### config.mk
export PLATFORM = sky130hd
export DESIGN_NAME = psw_top
export DESIGN_NICKNAME = d
export VERILOG_FILES = /design/src/logic/psw_pkg.sv /design/src/logic/psw_top.sv /design/src/logic/psw_store.sv /design/src/logic/psw_sync_edge.sv
export SDC_FILE = /design/constraint.sdc
export NUM_CORES = 1
export LEC_CHECK = 0
export BUFFER_PORTS_ARGS = -buffer_cell sky130_fd_sc_hd__buf_2
export CAP_MARGIN = 5
export CORE_AREA = 2 2 218 220
export CTS_BUF_LIST = sky130_fd_sc_hd__clkbuf_8
export CTS_CLUSTER_SIZE = 10
export DETAILED_ROUTE_END_ITERATION = 6
export DIE_AREA = 0 0 220 222
export HOLD_SLACK_MARGIN = 0.15
export MAX_ROUTING_LAYER = met4
export PLACE_DENSITY = 0.67
export SYNTH_ARGS = -nofsm -noshare
export SYNTH_HDL_FRONTEND = slang
export SYNTH_SLANG_ARGS = --single-unit
### constraint.sdc
create_clock -name clk -period 5.3 [get_ports clk]
set_clock_uncertainty 0.15 [all_clocks]
set_input_delay 0.795 -clock clk [delete_from_list [all_inputs] [get_ports clk]]
set_output_delay 0.795 -clock clk [all_outputs]
set_load 0.005 [all_outputs]
### src/logic/psw_pkg.sv
// Constants and types shared by the power-up settings writer
package psw_pkg;
  localparam logic [7:0] CMD_WRITE_FLASH = 8'hb1;
  localparam logic [7:0] SUB_CHIP = 8'h00;
  localparam logic [7:0] SUB_GP = 8'h01;
  localparam logic [7:0] SUB_LAST_DEFINED = 8'h04;
  localparam logic [7:0] RESP_OK = 8'h00;
  localparam int PKT_BYTES = 64;
  localparam int IDX_W = 6;
  localparam logic [5:0] IDX_LAST = 6'h3f;
  localparam logic [5:0] CHIP_FIRST = 6'h05;
  localparam logic [5:0] CHIP_LAST = 6'h13;
  localparam logic [5:0] GP_FIRST = 6'h02;
  localparam logic [5:0] GP_LAST = 6'h04;
  // Store layout
  localparam int ST_AW = 5;
  localparam int ST_ENTRIES = 18;
  localparam logic [4:0] ST_CHIP = 5'h00;
  localparam logic [4:0] ST_VID_LO = 5'h01;
  localparam logic [4:0] ST_VID_HI = 5'h02;
  localparam logic [4:0] ST_PID_LO = 5'h03;
  localparam logic [4:0] ST_PID_HI = 5'h04;
  localparam logic [4:0] ST_POWER = 5'h05;
  localparam logic [4:0] ST_CURRENT = 5'h06;
  localparam logic [4:0] ST_PASS = 5'h07;
  localparam logic [4:0] ST_GP = 5'h0f;
  localparam logic [4:0] ST_LOAD_LAST = 5'h11;
  localparam logic [5:0] GP_TO_ST = 6'h0d;
  // Field positions and masks
  localparam int NEG_EDGE_BIT = 6;
  localparam int POS_EDGE_BIT = 5;
  localparam int REF_SEL_HI = 4;
  localparam int REF_SEL_LO = 3;
  localparam int REF_SRC_BIT = 2;
  localparam logic [7:0] CHIP_MASK = 8'h7c;
  localparam int GP_LVL_BIT = 4;
  localparam int GP_DIR_BIT = 3;
  localparam logic [7:0] GP_MASK = 8'h1f;
  localparam int NUM_PINS = 3;
  // Pin function codes
  localparam logic [2:0] FN_GPIO = 3'h0;
  localparam logic [2:0] P0_RX_LED = 3'h1;
  localparam logic [2:0] P0_SUSPEND = 3'h2;
  localparam logic [2:0] P12_CLK = 3'h1;
  localparam logic [2:0] P12_CONV = 3'h2;
  localparam logic [2:0] P1_TX_LED = 3'h3;
  localparam logic [2:0] P1_INT = 3'h4;
  localparam logic [2:0] P2_ANALOG = 3'h3;
  // Register word indices
  localparam logic [2:0] REG_STATUS = 3'h0;
  localparam logic [2:0] REG_MASK = 3'h1;
  localparam logic [2:0] REG_GPIO_OUT = 3'h2;
  localparam logic [2:0] REG_GPIO_IN = 3'h3;
  localparam logic [2:0] REG_IDS = 3'h4;
  localparam logic [2:0] REG_POWER = 3'h5;
  localparam logic [2:0] REG_CONTROL = 3'h6;
  localparam int STAT_EDGE = 0;
  localparam int STAT_STORED = 1;
  localparam int STAT_UNSUP = 2;
  localparam int STAT_W = 3;
  localparam int CTRL_RELOAD = 0;
  localparam logic [2:0] MASK_RST = 3'h0;
  localparam logic [2:0] GPIO_OUT_RST = 3'h0;
  typedef enum logic [1:0] {ST_LOAD, ST_SETTLE, ST_APPLY, ST_RUN} psw_state_type;
endpackage

### src/logic/psw_top.sv
// Settings packet decoder, power-up loader, pin mux and register slave
//
// Overview of operation
// RULE1 - Byte0 0xb1 with byte1 0x00 stores chip settings from following bytes.
// RULE2 - Undefined subcode yields unsupported status as response code.
// RULE3 - Byte5 bit6 set: falling interrupt-input edge sets detection flag.
// RULE4 - Byte5 bit5 set: rising interrupt-input edge sets detection flag.
// RULE5 - Byte5 bits4-3 select converter reference level; 00 turns it off.
// RULE6 - Byte5 bit2 picks internal reference (1) or supply rail (0).
// RULE7 - Vendor id comes low byte first in bytes 6 and 7.
// RULE8 - Product id comes low byte first in bytes 8 and 9.
// RULE9 - Byte 10 is stored and presented as power attributes.
// RULE10 - Byte 11 stored; requested current is twice it in milliamperes.
// RULE11 - Bytes 12 to 19 are stored as the eight-byte password.
// RULE12 - Byte0 0xb1 with byte1 0x01 stores pin power-up settings.
// RULE13 - Pin byte bit4 is the output level at power-up for outputs.
// RULE14 - Pin byte bit3 sets direction, honoured only in general-purpose mode.
// RULE15 - First pin codes: general-purpose, receive indicator, suspend indicator.
// RULE16 - Second pin codes: gpio, clock, converter, transmit indicator, interrupt.
// RULE17 - Third pin codes: gpio, clock, converter input 2, analog output.
// RULE18 - Stored values applied at next power-up; don't-care bits ignored.
// RULE19 - Both edge bits catch either edge; neither catches none.
`timescale 1ns/1ps
module psw_top
  import psw_pkg::*;
#(
  parameter logic [7:0] RESP_UNSUPPORTED = 8'h01
) (
  input wire logic clk,
  input wire logic rstn,
  input wire logic [2:0] avs_address,
  input wire logic avs_read,
  input wire logic avs_write,
  input wire logic [31:0] avs_writedata,
  output logic [31:0] avs_readdata,
  output logic avs_waitrequest,
  input wire logic pkt_valid,
  input wire logic [7:0] pkt_data,
  input wire logic pkt_last,
  output logic pkt_ready,
  output logic resp_valid,
  output logic [7:0] resp_status,
  input wire logic [2:0] pin_in,
  output logic [2:0] pin_out,
  output logic [2:0] pin_oe_n,
  input wire logic rx_activity,
  input wire logic tx_activity,
  input wire logic suspend_state,
  input wire logic clk_ref,
  output logic converter_input_1,
  output logic converter_input_2,
  output logic analog_output_1,
  output logic [1:0] conv_ref_sel,
  output logic internal_converter_reference,
  output logic [15:0] usb_vid,
  output logic [15:0] usb_pid,
  output logic [7:0] usb_power_attr,
  output logic [8:0] usb_current_ma,
  output logic [63:0] password,
  output logic settings_loaded,
  output logic irq
);
  psw_state_type state_q;
  logic [7:0] act_q [ST_ENTRIES];
  logic [4:0] load_cnt_q;
  logic rd_valid_q;
  logic [4:0] rd_idx_q;
  logic [7:0] rd_data;
  logic [5:0] idx_q;
  logic [7:0] cmd_q;
  logic [7:0] sub_q;
  logic [7:0] cmd_now;
  logic [7:0] sub_now;
  logic take;
  logic pkt_end;
  logic is_flash;
  logic unsup;
  logic st_we;
  logic [4:0] st_waddr;
  logic [7:0] st_wdata;
  logic [STAT_W-1:0] stat_q;
  logic [STAT_W-1:0] mask_q;
  logic [2:0] gpio_out_q;
  logic [2:0] pin_lvl;
  logic [2:0] pin_rise;
  logic [2:0] pin_fall;
  logic edge_hit;
  logic ack_q;
  logic acc;
  logic reload_req;
  logic [2:0] fn [NUM_PINS];

  ////////////////////////////////////////////////////////////////////////////
  // Store and pin synchroniser
  psw_store #(.AW(ST_AW), .DW(8)) u_store (
    .clk(clk),
    .we(st_we),
    .waddr(st_waddr),
    .wdata(st_wdata),
    .raddr(load_cnt_q),
    .rdata_q(rd_data)
  );

  psw_sync_edge #(.W(NUM_PINS)) u_pins (
    .clk(clk),
    .rstn(rstn),
    .async_i(pin_in),
    .level_q(pin_lvl),
    .rise(pin_rise),
    .fall(pin_fall)
  );

  ////////////////////////////////////////////////////////////////////////////
  // Power-up load: store contents become the active settings
  always_ff @(posedge clk or negedge rstn) begin
    if (!rstn) begin
      state_q <= ST_LOAD;
      load_cnt_q <= '0;
    end else begin
      unique case (state_q)
        ST_LOAD: begin
          load_cnt_q <= load_cnt_q + 5'h01;
          if (load_cnt_q == ST_LOAD_LAST) begin
            state_q <= ST_SETTLE;
          end
        end
        ST_SETTLE: state_q <= ST_APPLY;
        ST_APPLY: state_q <= ST_RUN;
        ST_RUN: begin
          load_cnt_q <= '0;
          if (reload_req) begin
            state_q <= ST_LOAD;
          end
        end
      endcase
    end
  end

  always_ff @(posedge clk or negedge rstn) begin
    if (!rstn) begin
      rd_valid_q <= 1'b0;
      rd_idx_q <= '0;
    end else begin
      rd_valid_q <= (state_q == ST_LOAD);
      rd_idx_q <= load_cnt_q;
    end
  end

  // Active values change only on load, so a packet never alters live pins
  always_ff @(posedge clk or negedge rstn) begin
    if (!rstn) begin
      for (int i = 0; i < ST_ENTRIES; i++) begin
        act_q[i] <= 8'h00;
      end
    end else if (rd_valid_q) begin
      act_q[rd_idx_q] <= rd_data; // RULE18
    end
  end

  assign settings_loaded = (state_q == ST_RUN);
  assign conv_ref_sel = act_q[ST_CHIP][REF_SEL_HI:REF_SEL_LO]; // RULE5
  assign internal_converter_reference = act_q[ST_CHIP][REF_SRC_BIT]; // RULE6
  assign usb_vid = {act_q[ST_VID_HI], act_q[ST_VID_LO]}; // RULE7
  assign usb_pid = {act_q[ST_PID_HI], act_q[ST_PID_LO]}; // RULE8
  assign usb_power_attr = act_q[ST_POWER]; // RULE9
  assign usb_current_ma = {act_q[ST_CURRENT], 1'b0}; // RULE10

  generate
    for (genvar g = 0; g < 8; g++) begin : g_pass
      assign password[g*8 +: 8] = act_q[ST_PASS + 5'(g)]; // RULE11
    end
  endgenerate

  ////////////////////////////////////////////////////////////////////////////
  // Packet decode into the store
  assign pkt_ready = (state_q == ST_RUN);
  assign take = pkt_valid && pkt_ready;
  assign pkt_end = take && (pkt_last || idx_q == IDX_LAST);
  assign cmd_now = (idx_q == 6'h00) ? pkt_data : cmd_q;
  assign sub_now = (idx_q == 6'h01) ? pkt_data : sub_q;
  assign is_flash = (cmd_now == CMD_WRITE_FLASH);
  assign unsup = is_flash && (sub_now > SUB_LAST_DEFINED); // RULE2

  always_ff @(posedge clk or negedge rstn) begin
    if (!rstn) begin
      idx_q <= '0;
      cmd_q <= 8'h00;
      sub_q <= 8'h00;
    end else if (take) begin
      idx_q <= pkt_end ? 6'h00 : idx_q + 6'h01;
      cmd_q <= cmd_now;
      sub_q <= sub_now;
    end
  end

  // Short packets store what arrived; later bytes keep their old values
  always_comb begin
    st_we = 1'b0;
    st_waddr = '0;
    st_wdata = 8'h00;
    if (take && is_flash && idx_q >= GP_FIRST) begin
      if (sub_now == SUB_CHIP && idx_q >= CHIP_FIRST && idx_q <= CHIP_LAST) begin
        st_we = 1'b1; // RULE1
        st_waddr = 5'(idx_q - CHIP_FIRST);
        st_wdata = (idx_q == CHIP_FIRST) ? (pkt_data & CHIP_MASK) : pkt_data; // RULE18
      end else if (sub_now == SUB_GP && idx_q <= GP_LAST) begin
        st_we = 1'b1; // RULE12
        st_waddr = 5'(idx_q + GP_TO_ST);
        st_wdata = pkt_data & GP_MASK; // RULE18
      end
    end
  end

  always_ff @(posedge clk or negedge rstn) begin
    if (!rstn) begin
      resp_valid <= 1'b0;
      resp_status <= RESP_OK;
    end else begin
      resp_valid <= pkt_end && is_flash;
      if (pkt_end && is_flash) begin
        resp_status <= unsup ? RESP_UNSUPPORTED : RESP_OK; // RULE2
      end
    end
  end

  ////////////////////////////////////////////////////////////////////////////
  // Pin multiplexer
  generate
    for (genvar p = 0; p < NUM_PINS; p++) begin : g_fn
      assign fn[p] = act_q[ST_GP + 5'(p)][2:0];
    end
  endgenerate

  // Returns {drive, level}; codes with no meaning leave the pin undriven
  function automatic logic [1:0] drive_f(input int pin, input logic [2:0] code, input logic dir,
                                         input logic lvl);
    logic [1:0] r;
    r = 2'b00;
    if (code == FN_GPIO) begin
      r = {~dir, lvl}; // RULE14
    end else if (pin == 0) begin
      if (code == P0_RX_LED) r = {1'b1, rx_activity}; // RULE15
      if (code == P0_SUSPEND) r = {1'b1, suspend_state}; // RULE15
    end else begin
      if (code == P12_CLK) r = {1'b1, clk_ref}; // RULE16 RULE17
      if (pin == 1 && code == P1_TX_LED) r = {1'b1, tx_activity}; // RULE16
    end
    return r;
  endfunction

  generate
    for (genvar p = 0; p < NUM_PINS; p++) begin : g_pin
      logic [1:0] drv;
      assign drv = drive_f(p, fn[p], act_q[ST_GP + 5'(p)][GP_DIR_BIT], gpio_out_q[p]);
      always_ff @(posedge clk or negedge rstn) begin
        if (!rstn) begin
          pin_out[p] <= 1'b0;
          pin_oe_n[p] <= 1'b1;
        end else begin
          pin_out[p] <= drv[0];
          pin_oe_n[p] <= ~drv[1];
        end
      end
    end
  endgenerate

  always_ff @(posedge clk or negedge rstn) begin
    if (!rstn) begin
      converter_input_1 <= 1'b0;
      converter_input_2 <= 1'b0;
      analog_output_1 <= 1'b0;
    end else begin
      converter_input_1 <= (fn[1] == P12_CONV); // RULE16
      converter_input_2 <= (fn[2] == P12_CONV); // RULE17
      analog_output_1 <= (fn[2] == P2_ANALOG); // RULE17
    end
  end

  // Interrupt input only counts when the second pin is set for it
  assign edge_hit = (fn[1] == P1_INT) &&
    ((act_q[ST_CHIP][NEG_EDGE_BIT] && pin_fall[1]) || // RULE3 RULE19
     (act_q[ST_CHIP][POS_EDGE_BIT] && pin_rise[1])); // RULE4 RULE19

  ////////////////////////////////////////////////////////////////////////////
  // Avalon slave: one wait cycle, registered read data
  assign acc = (avs_read || avs_write) && ack_q;
  assign avs_waitrequest = (avs_read || avs_write) && !ack_q;
  assign reload_req = acc && avs_write && avs_address == REG_CONTROL && avs_writedata[CTRL_RELOAD];

  always_ff @(posedge clk or negedge rstn) begin
    if (!rstn) begin
      ack_q <= 1'b0;
    end else begin
      ack_q <= (avs_read || avs_write) && !ack_q;
    end
  end

  always_ff @(posedge clk or negedge rstn) begin
    if (!rstn) begin
      avs_readdata <= '0;
    end else if ((avs_read || avs_write) && !ack_q) begin
      unique case (avs_address)
        REG_STATUS: avs_readdata <= 32'(stat_q);
        REG_MASK: avs_readdata <= 32'(mask_q);
        REG_GPIO_OUT: avs_readdata <= 32'(gpio_out_q);
        REG_GPIO_IN: avs_readdata <= 32'(pin_lvl);
        REG_IDS: avs_readdata <= {usb_pid, usb_vid};
        REG_POWER: avs_readdata <= {12'h000, settings_loaded, internal_converter_reference,
                                    conv_ref_sel, usb_current_ma[8:1], usb_power_attr};
        default: avs_readdata <= '0;
      endcase
    end
  end

  // Set wins over the read clear
  always_ff @(posedge clk or negedge rstn) begin
    if (!rstn) begin
      stat_q <= '0;
    end else begin
      for (int i = 0; i < STAT_W; i++) begin
        if (acc && avs_read && avs_address == REG_STATUS) stat_q[i] <= 1'b0;
      end
      if (edge_hit) stat_q[STAT_EDGE] <= 1'b1; // RULE3 RULE4
      if (pkt_end && is_flash && !unsup) stat_q[STAT_STORED] <= 1'b1;
      if (pkt_end && unsup) stat_q[STAT_UNSUP] <= 1'b1; // RULE2
    end
  end

  always_ff @(posedge clk or negedge rstn) begin
    if (!rstn) begin
      mask_q <= MASK_RST;
    end else if (acc && avs_write && avs_address == REG_MASK) begin
      mask_q <= avs_writedata[STAT_W-1:0];
    end
  end

  // Power-up level comes from the store; software may change it later
  always_ff @(posedge clk or negedge rstn) begin
    if (!rstn) begin
      gpio_out_q <= GPIO_OUT_RST;
    end else if (state_q == ST_APPLY) begin
      for (int p = 0; p < NUM_PINS; p++) begin
        gpio_out_q[p] <= act_q[ST_GP + 5'(p)][GP_LVL_BIT]; // RULE13
      end
    end else if (acc && avs_write && avs_address == REG_GPIO_OUT) begin
      gpio_out_q <= avs_writedata[2:0];
    end
  end

  assign irq = |(stat_q & mask_q);
endmodule

### src/logic/psw_store.sv
// Nonvolatile settings store model with registered read data
`timescale 1ns/1ps
module psw_store #(
  parameter int AW = 5,
  parameter int DW = 8
) (
  input wire logic clk,
  input wire logic we,
  input wire logic [AW-1:0] waddr,
  input wire logic [DW-1:0] wdata,
  input wire logic [AW-1:0] raddr,
  output logic [DW-1:0] rdata_q
);
  logic [DW-1:0] mem [2**AW];

  // Blank part reads as zero; contents survive rstn on purpose
  initial begin
    for (int i = 0; i < 2**AW; i++) begin
      mem[i] = '0;
    end
  end

  always_ff @(posedge clk) begin
    if (we) begin
      mem[waddr] <= wdata;
    end
    rdata_q <= mem[raddr];
  end
endmodule

### src/logic/psw_sync_edge.sv
// Two-stage synchroniser with edge pulses
`timescale 1ns/1ps
module psw_sync_edge #(
  parameter int W = 3
) (
  input wire logic clk,
  input wire logic rstn,
  input wire logic [W-1:0] async_i,
  output logic [W-1:0] level_q,
  output logic [W-1:0] rise,
  output logic [W-1:0] fall
);
  logic [W-1:0] meta_q;
  logic [W-1:0] prev_q;

  always_ff @(posedge clk or negedge rstn) begin
    if (!rstn) begin
      meta_q <= '0;
      level_q <= '0;
      prev_q <= '0;
    end else begin
      meta_q <= async_i;
      level_q <= meta_q;
      prev_q <= level_q;
    end
  end

  assign rise = level_q & ~prev_q;
  assign fall = ~level_q & prev_q;
endmodule

* Yosys cells after proc, flatten, opt, wreduce, memory -nomap -nowiden
Memory sizes are Yosys's and may differ from the RTL's. A register that Yosys moved wholly into a read port is not among the register bits.
Index checks and enable logic that the tools add are counted.
** Cells by class
- $add $sub $neg :: 4
- Magnitude comparators :: 7
- Equal/unequal tests :: 26
- Muxes and demuxes :: 38
- Bitwise operators :: 12
- Reductions and logical operators :: 43
** Operators by type and width (number)
- 32-bit case mux with 6 select lines :: 1
- 144-bit bitwise mux :: 1
- 8-bit two-way mux :: 6
- 8-bit demux with 5-bit select :: 1
- 1-bit logical AND :: 24
- 3-bit by 2-bit == test with 1-bit output (second input constant) :: 7
- 2-bit two-way mux :: 10
- 5-bit two-way mux :: 4
- 3-bit by 1-bit == test with 1-bit output (second input constant) :: 4
- 3-bit == test (second input constant) :: 4
- 3-bit logical NOT :: 4
- 1-bit two-way mux :: 10
- 5-bit case mux with 2 select lines :: 1
- 2-bit nonzero test :: 5
- 8-bit by 1-bit == test with 1-bit output (second input constant) :: 1
- 8-bit == test (second input constant) :: 1
- 8-bit by 3-bit greater-than comparator with 1-bit output (second input constant) :: 1
- 8-bit logical NOT :: 1
- 2-bit case mux with 4 select lines :: 1
- 6-bit by 1-bit adder with 6-bit output (second input constant) :: 1
- 6-bit by 1-bit == test with 1-bit output (second input constant) :: 1
- 6-bit by 3-bit == test with 1-bit output (second input constant) :: 1
- 6-bit == test (second input constant) :: 1
- 6-bit by 2-bit greater-or-equal comparator with 1-bit output (second input constant) :: 1
- 26 further kinds :: 38
** Word-level totals
- Register bits :: 247
- Memory bits (writable) :: 256
- Input bits :: 56
- Output and inout port bits :: 170
- Word-level logic and storage cells :: 177
- Memories kept :: 1
** Memories
- u_store.mem :: words 32, width 8, read ports 1, clocked after Yosys merged registers in 1, wr ports 1, RTL line psw_store.sv:14 : logic [DW-1:0] mem [2**AW];

* Depth between registers and ports, before layout
- Depth after elaboration :: 9
- Gate-level depth with buffers :: 9

* Cells and area by module
A second synthesis with hierarchy kept.
** Unflattened totals
- Cell total of the unflattened synthesis :: 1260
- Area, all modules :: 20519.7 sq um
** Modules (own cells, without submodules)
- psw_top :: times used 1, cells each 828, area an instance 10188.5 sq um, sequential area each 5509.0 sq um
- psw_store :: times used 1, cells each 417, area an instance 10053.4 sq um, sequential area each 7847.5 sq um
- psw_sync_edge :: times used 1, cells each 15, area an instance 277.8 sq um, sequential area each 225.2 sq um

* Worst setup path after synthesis
No wires, ideal clock.
- Kind :: input to register
- Start :: in pkt_data[1]
- End :: mem u_store.mem[21][0], enable pin
- Arrival :: 2972 ps
- Required time :: 4755 ps
- Setup slack :: 1784 ps
- Stages on the path :: 8
- Buffers on the path :: 2
- Path through :: nor4_1 > nand4_1 > o41ai_4 > and3_1 > buf_2 > nand3_1 > buf_2 > nor4_1
** Between the ends
- Cells in the longest elaborated chain, start to end :: 8
- Elaborated cells on any way between the ends :: 18
** RTL lines
- from (decl) :: RTL line psw_top.sv:38 : input wire logic [7:0] pkt_data,
- 8-bit two-way mux :: RTL line psw_top.sv:180 : assign sub_now = (idx_q == 6'h01) ? pkt_data : sub_q;
- 8-bit by 1-bit == test with 1-bit output or 8-bit logical NOT (tied branches) :: RTL line psw_top.sv:206, psw_top.sv:202
- 1-bit logical AND (on tied branches) :: RTL line psw_top.sv:206, psw_top.sv:202
- 1-bit two-way mux or 1-bit logical AND (tied branches) :: RTL line psw_top.sv:206, psw_top.sv:202
- 1-bit two-way mux :: RTL line psw_top.sv:202 : if (sub_now == SUB_CHIP && idx_q >= CHIP_FIRST && idx_q <= CHIP_LAST) begin
- 1-bit two-way mux :: RTL line psw_top.sv:201 : if (take && is_flash && idx_q >= GP_FIRST) begin
- 1-bit two-way mux :: RTL line psw_store.sv:24 : if (we) begin
- 1-bit two-way mux (implied by the code) :: RTL line psw_store.sv:25 : mem[waddr] <= wdata;
- to (decl) :: RTL line psw_store.sv:14
Parallel ways exist; a longest one is shown, timed or not.

* Final worst setup path
- Start :: reg idx_q[2]
- End :: mem u_store.mem[6][1], data pin
** Between the ends
- Cells in the longest elaborated chain, start to end :: 7
- Elaborated cells on any way between the ends :: 21
** RTL lines
- from (decl) :: RTL line psw_top.sv:69 : logic [5:0] idx_q;
- from (signal assigned) :: RTL line psw_top.sv:190 : idx_q <= pkt_end ? 6'h00 : idx_q + 6'h01;
- 6-bit by 1-bit == test with 1-bit output :: RTL line psw_top.sv:180
- 8-bit two-way mux :: RTL line psw_top.sv:180
- 8-bit by 1-bit == test with 1-bit output or 8-bit logical NOT (tied branches) :: RTL line psw_top.sv:206, psw_top.sv:202
- 1-bit logical AND (on tied branches) :: RTL line psw_top.sv:206, psw_top.sv:202
- 5-bit two-way mux or 1-bit logical AND (tied branches) :: RTL line psw_top.sv:206, psw_top.sv:202
- 8-bit two-way mux :: RTL line psw_top.sv:202
- 8-bit two-way mux * :: RTL line psw_top.sv:201
- net st_wdata[1] :: RTL line psw_top.sv:80 : logic [7:0] st_wdata;
The timed path passes the listed nets; every way through them passes the cells marked *.

==> flow_summary.yaml <==
sta:
  finalHoldViolCount: 0
  period_share_pct: 69.9
  setup-violations-final: 0
  finalSetupTns_ps: 0
  fin_crit_ps: 3700
  worst_slew_pin_slew_ps: 1250
  fmax_mhz: 270
  rsz0062_at_grt: "false"
  maxSlewViolCount: 0
  worst_slack_ps: 1600
  relSlewSlack_pct: 16.8
global_route:
  grt_max_degree: 143
  grt_usage_pct: 19.3
  antenna_found_initial: 0
  grt_remaining_overflow: 0
  grt_pass1_wl_um: 69000
  grt_pass1_vias: 11445
layout:
  fin_nets: 1486
  diodes: 0
  utilization_pct: 49.7
  area_delta_synth_final_pct: 11.7
  layout-drive-gt1-share_pct: 39.6
die:
  fp.dieH_um: 222
  die_w_um: 220
  io_pins: 226
  die_area_mm2: 0.0488
  coreArea_mm2: 0.0463
  rows: 79
  start_util_pct: 44.6
route:
  post_drt_wl_per_cell_um: 21.8
  drt_iter0_drc: 918
  ant_nets: 0
  drc: 0
  first_pass_iters: 5
  via_count: 11211
  wirelength_um: 45400
  via_per_inst: 5.38
critical_path:
  r2r_slack_ps: 1600
  r2r_start: "idx_q[2]"
  path_max_fanout: 32
  crit_type: "reg2reg"
  arrival_ps: 3810
  cp-start-kind: "register"
  required_ps: 5400
  cp-end-kind: "register"
  reg2reg_depth: 6
  reg2reg_to: "u_store.mem[6][1]"
status:
  outcome: "complete, no violations"
synthesis:
  synth_ff_type: "edfxtp_1"
  netlist_area_mm2: 0.0206
  syn_inst: 1273
  synth.distinct_cells: 64
  synth-seq-cells: 491
  synth_edf_count: 256
  ys_seq_area_share_pct: 65.7
  avgSynthCellArea_um2: 16.2
  synth_warnings: 0
  async_flop_share_pct: 46.2
clocking:
  clock_latency_ps: 640
  clockBufferDepth: 3
  cts_tree: "built"
  ctsResizeCount: 0
  htree_levels: 3
  cts-buffers-inserted: 78
  clk_pin_slew_worst_paths_ps: 60
  numClockSinks: 491
  clockRootBuffer: "clkbuf_8"
power_and_ir_drop:
  fin_total_pwr_mw: 11.3
  peakVddDrop_mv: 0.225
  power.leakage_nw: 9.33
  p_per_area_mw_per_mm2: 492
place:
  pre_cts_slack_ps: 1510
  place_congestion: 0.815
  io_buffers: 188
  dp_hpwl_um: 29300
hold_path:
  min_path_type: "in2async"
run:
  cap_violations: 0
## report_power, final
part	switching [mW]	internal, mW	leakage [nW]
Clock	1.45	1.55	0.851
Sequential	0.825	4.64	5.15
Combinational	1.34	1.54	3.33
Total	3.61	7.72	9.33
## synthesized netlist by cell type (all sizes together) (2+ instances only)
cell / instances / area, um2
a22o: 13 / 114
a31oi: 4 / 25.0
nand4: 6 / 37.5
buf: 140 / 1010
dfstp: 3 / 78.8
xor2: 5 / 43.8
mux2: 161 / 1810
nor4: 15 / 115
nand3b: 2 / 15.0
o311a: 2 / 20.0
a41oi: 2 / 25.0
mux4: 82 / 1850
or2: 2 / 12.5
and3b: 2 / 17.5
mux2i: 34 / 344
nor3: 26 / 130
or3: 3 / 18.8
clkbuf: 42 / 158
xnor2: 4 / 35.0
nand2b: 3 / 18.8
o41ai: 4 / 53.8
and2: 6 / 40.0
dfxtp: 8 / 160
a21oi: 9 / 45.0
nor2b: 8 / 50.1
edfxtp: 256 / 7690
o31ai: 3 / 22.5
nor2: 31 / 116
nor3b: 6 / 50.1
dfrtp: 224 / 5610
a32o: 2 / 20.0
nand3: 16 / 85.1
and3: 8 / 50.1
ha: 10 / 125
nand2: 58 / 218
inv: 15 / 56.3
o21ai: 42 / 210
## flip-flops by register name (all words and copies together) (netlist names), 3 cells and up
signal and cells:
pin_oe_n 3, load_cnt_q 5, u_pins.level_q 3, u_pins.meta_q 3, usb_power_attr 8, avs_readdata 32
mask_q 3, cmd_q 8, u_store.rdata_q 8, usb_pid 16, gpio_out_q 3, usb_current_ma 8
u_store.mem 256, usb_vid 16, act_q 17, sub_q 8, rd_idx_q 5, pin_out 3
password 64, stat_q 3, idx_q 6
## worst max-delay path by stage
stage / startpoint / end / slack (ps)
6_report: idx_q[2] / u_store.mem[6][1] / 1600
5_1_grt: idx_q[2] / u_store.mem[6][1] / 1310
4_1_cts: idx_q[2] / u_store.mem[6][1] / 1460
3_5_place_dp: idx_q[2] / u_store.mem[6][1] / 1510
3_3_place_gp: idx_q[2] / u_store.mem[0][1] / 1640
2_1_floorplan: pkt_data[1] / u_store.mem[21][0] / 1780
## metal layers
metal / share of wire [%] / GRT usage, % / up-vias
met1: 43 / 25.2 / 5848
li1: - / - / 4967
met4: 1.7 / 5.89 / 0
met3: 5.7 / 3.84 / 54
met5: 0 / - / -
met2: 49 / 30.6 / 342
## metrics by stage
step | hold WS (ps) | cell area, um2 | std cells
after floorplan | 181 | 20700 | 1296
after global placement | 188 | 21500 | 1943
after detailed placement | 194 | 21500 | 1943
after CTS | 162 | 23000 | 2084
after global routing | 179 | 23000 | 2085
final | 142 | 23000 | 2085
## cell type report
cell class / instances / area (um2)
fill: 3906 / 23200
clock inverter: 48 / 211
tap: 607 / 759
clock buffer: 90 / 1240
multi-input combinational: 608 / 5950
inverter: 15 / 56.3
timing repair buffer: 226 / 1260
sequential: 491 / 13500
## cell usage in the layout (no fill, tap or decap), types with 5 or more instances in the layout
| cell | n |
|---|---|
| inv_1 | 43 |
| buf_4 | 33 |
| edfxtp_1 | 256 |
| mux2_2 | 161 |
| and3_1 | 8 |
| dfrtp_1 | 222 |
| o21ai_0 | 42 |
| ha_1 | 10 |
| nand4_1 | 6 |
| and2_1 | 5 |
| nor3b_1 | 5 |
| a22o_1 | 13 |
| dfxtp_1 | 8 |
| clkinv_2 | 9 |
| buf_2 | 187 |
| nand2_1 | 58 |
| nor3_1 | 26 |
| a21oi_1 | 9 |
| mux4_2 | 82 |
| xor2_1 | 5 |
| nand3_1 | 15 |
| nor2b_1 | 8 |
| clkinv_1 | 8 |
| clkbuf_8 | 90 |
| conb_1 | 24 |
| nor2_1 | 31 |
| mux2i_1 | 33 |
| nor4_1 | 13 |
## worst max-delay path: stages, from the launching register on
cell and delay (ps):
dfrtp_1 600, nor4_4 520, and2_4 250, mux2i_2 380, mux2_2 300, and2_1 160, o311a_1 930
## cells by family (layout without fill, tap and decap cells)
family	count (synthesis)	after routing	synth area share, %
flip-flops	491	491	65.7
multiplexers	277	277	19.4
buffers and inverters	197	379	5.95
AND/OR/NAND/NOR	196	196	4.90
AO/OA/AOI/OAI	92	92	3.06
adder cells (fa/ha/maj)	10	10	0.607
XOR/XNOR	9	9	0.382
other	1	24	0.0182
## what timing repair did
item | CTS | global route
endpoints found under the hold margin | 3 | 0
hold buffers | 3 | 0
buffers inserted | 0 | 0
Power figures use the tool's default switching activity.
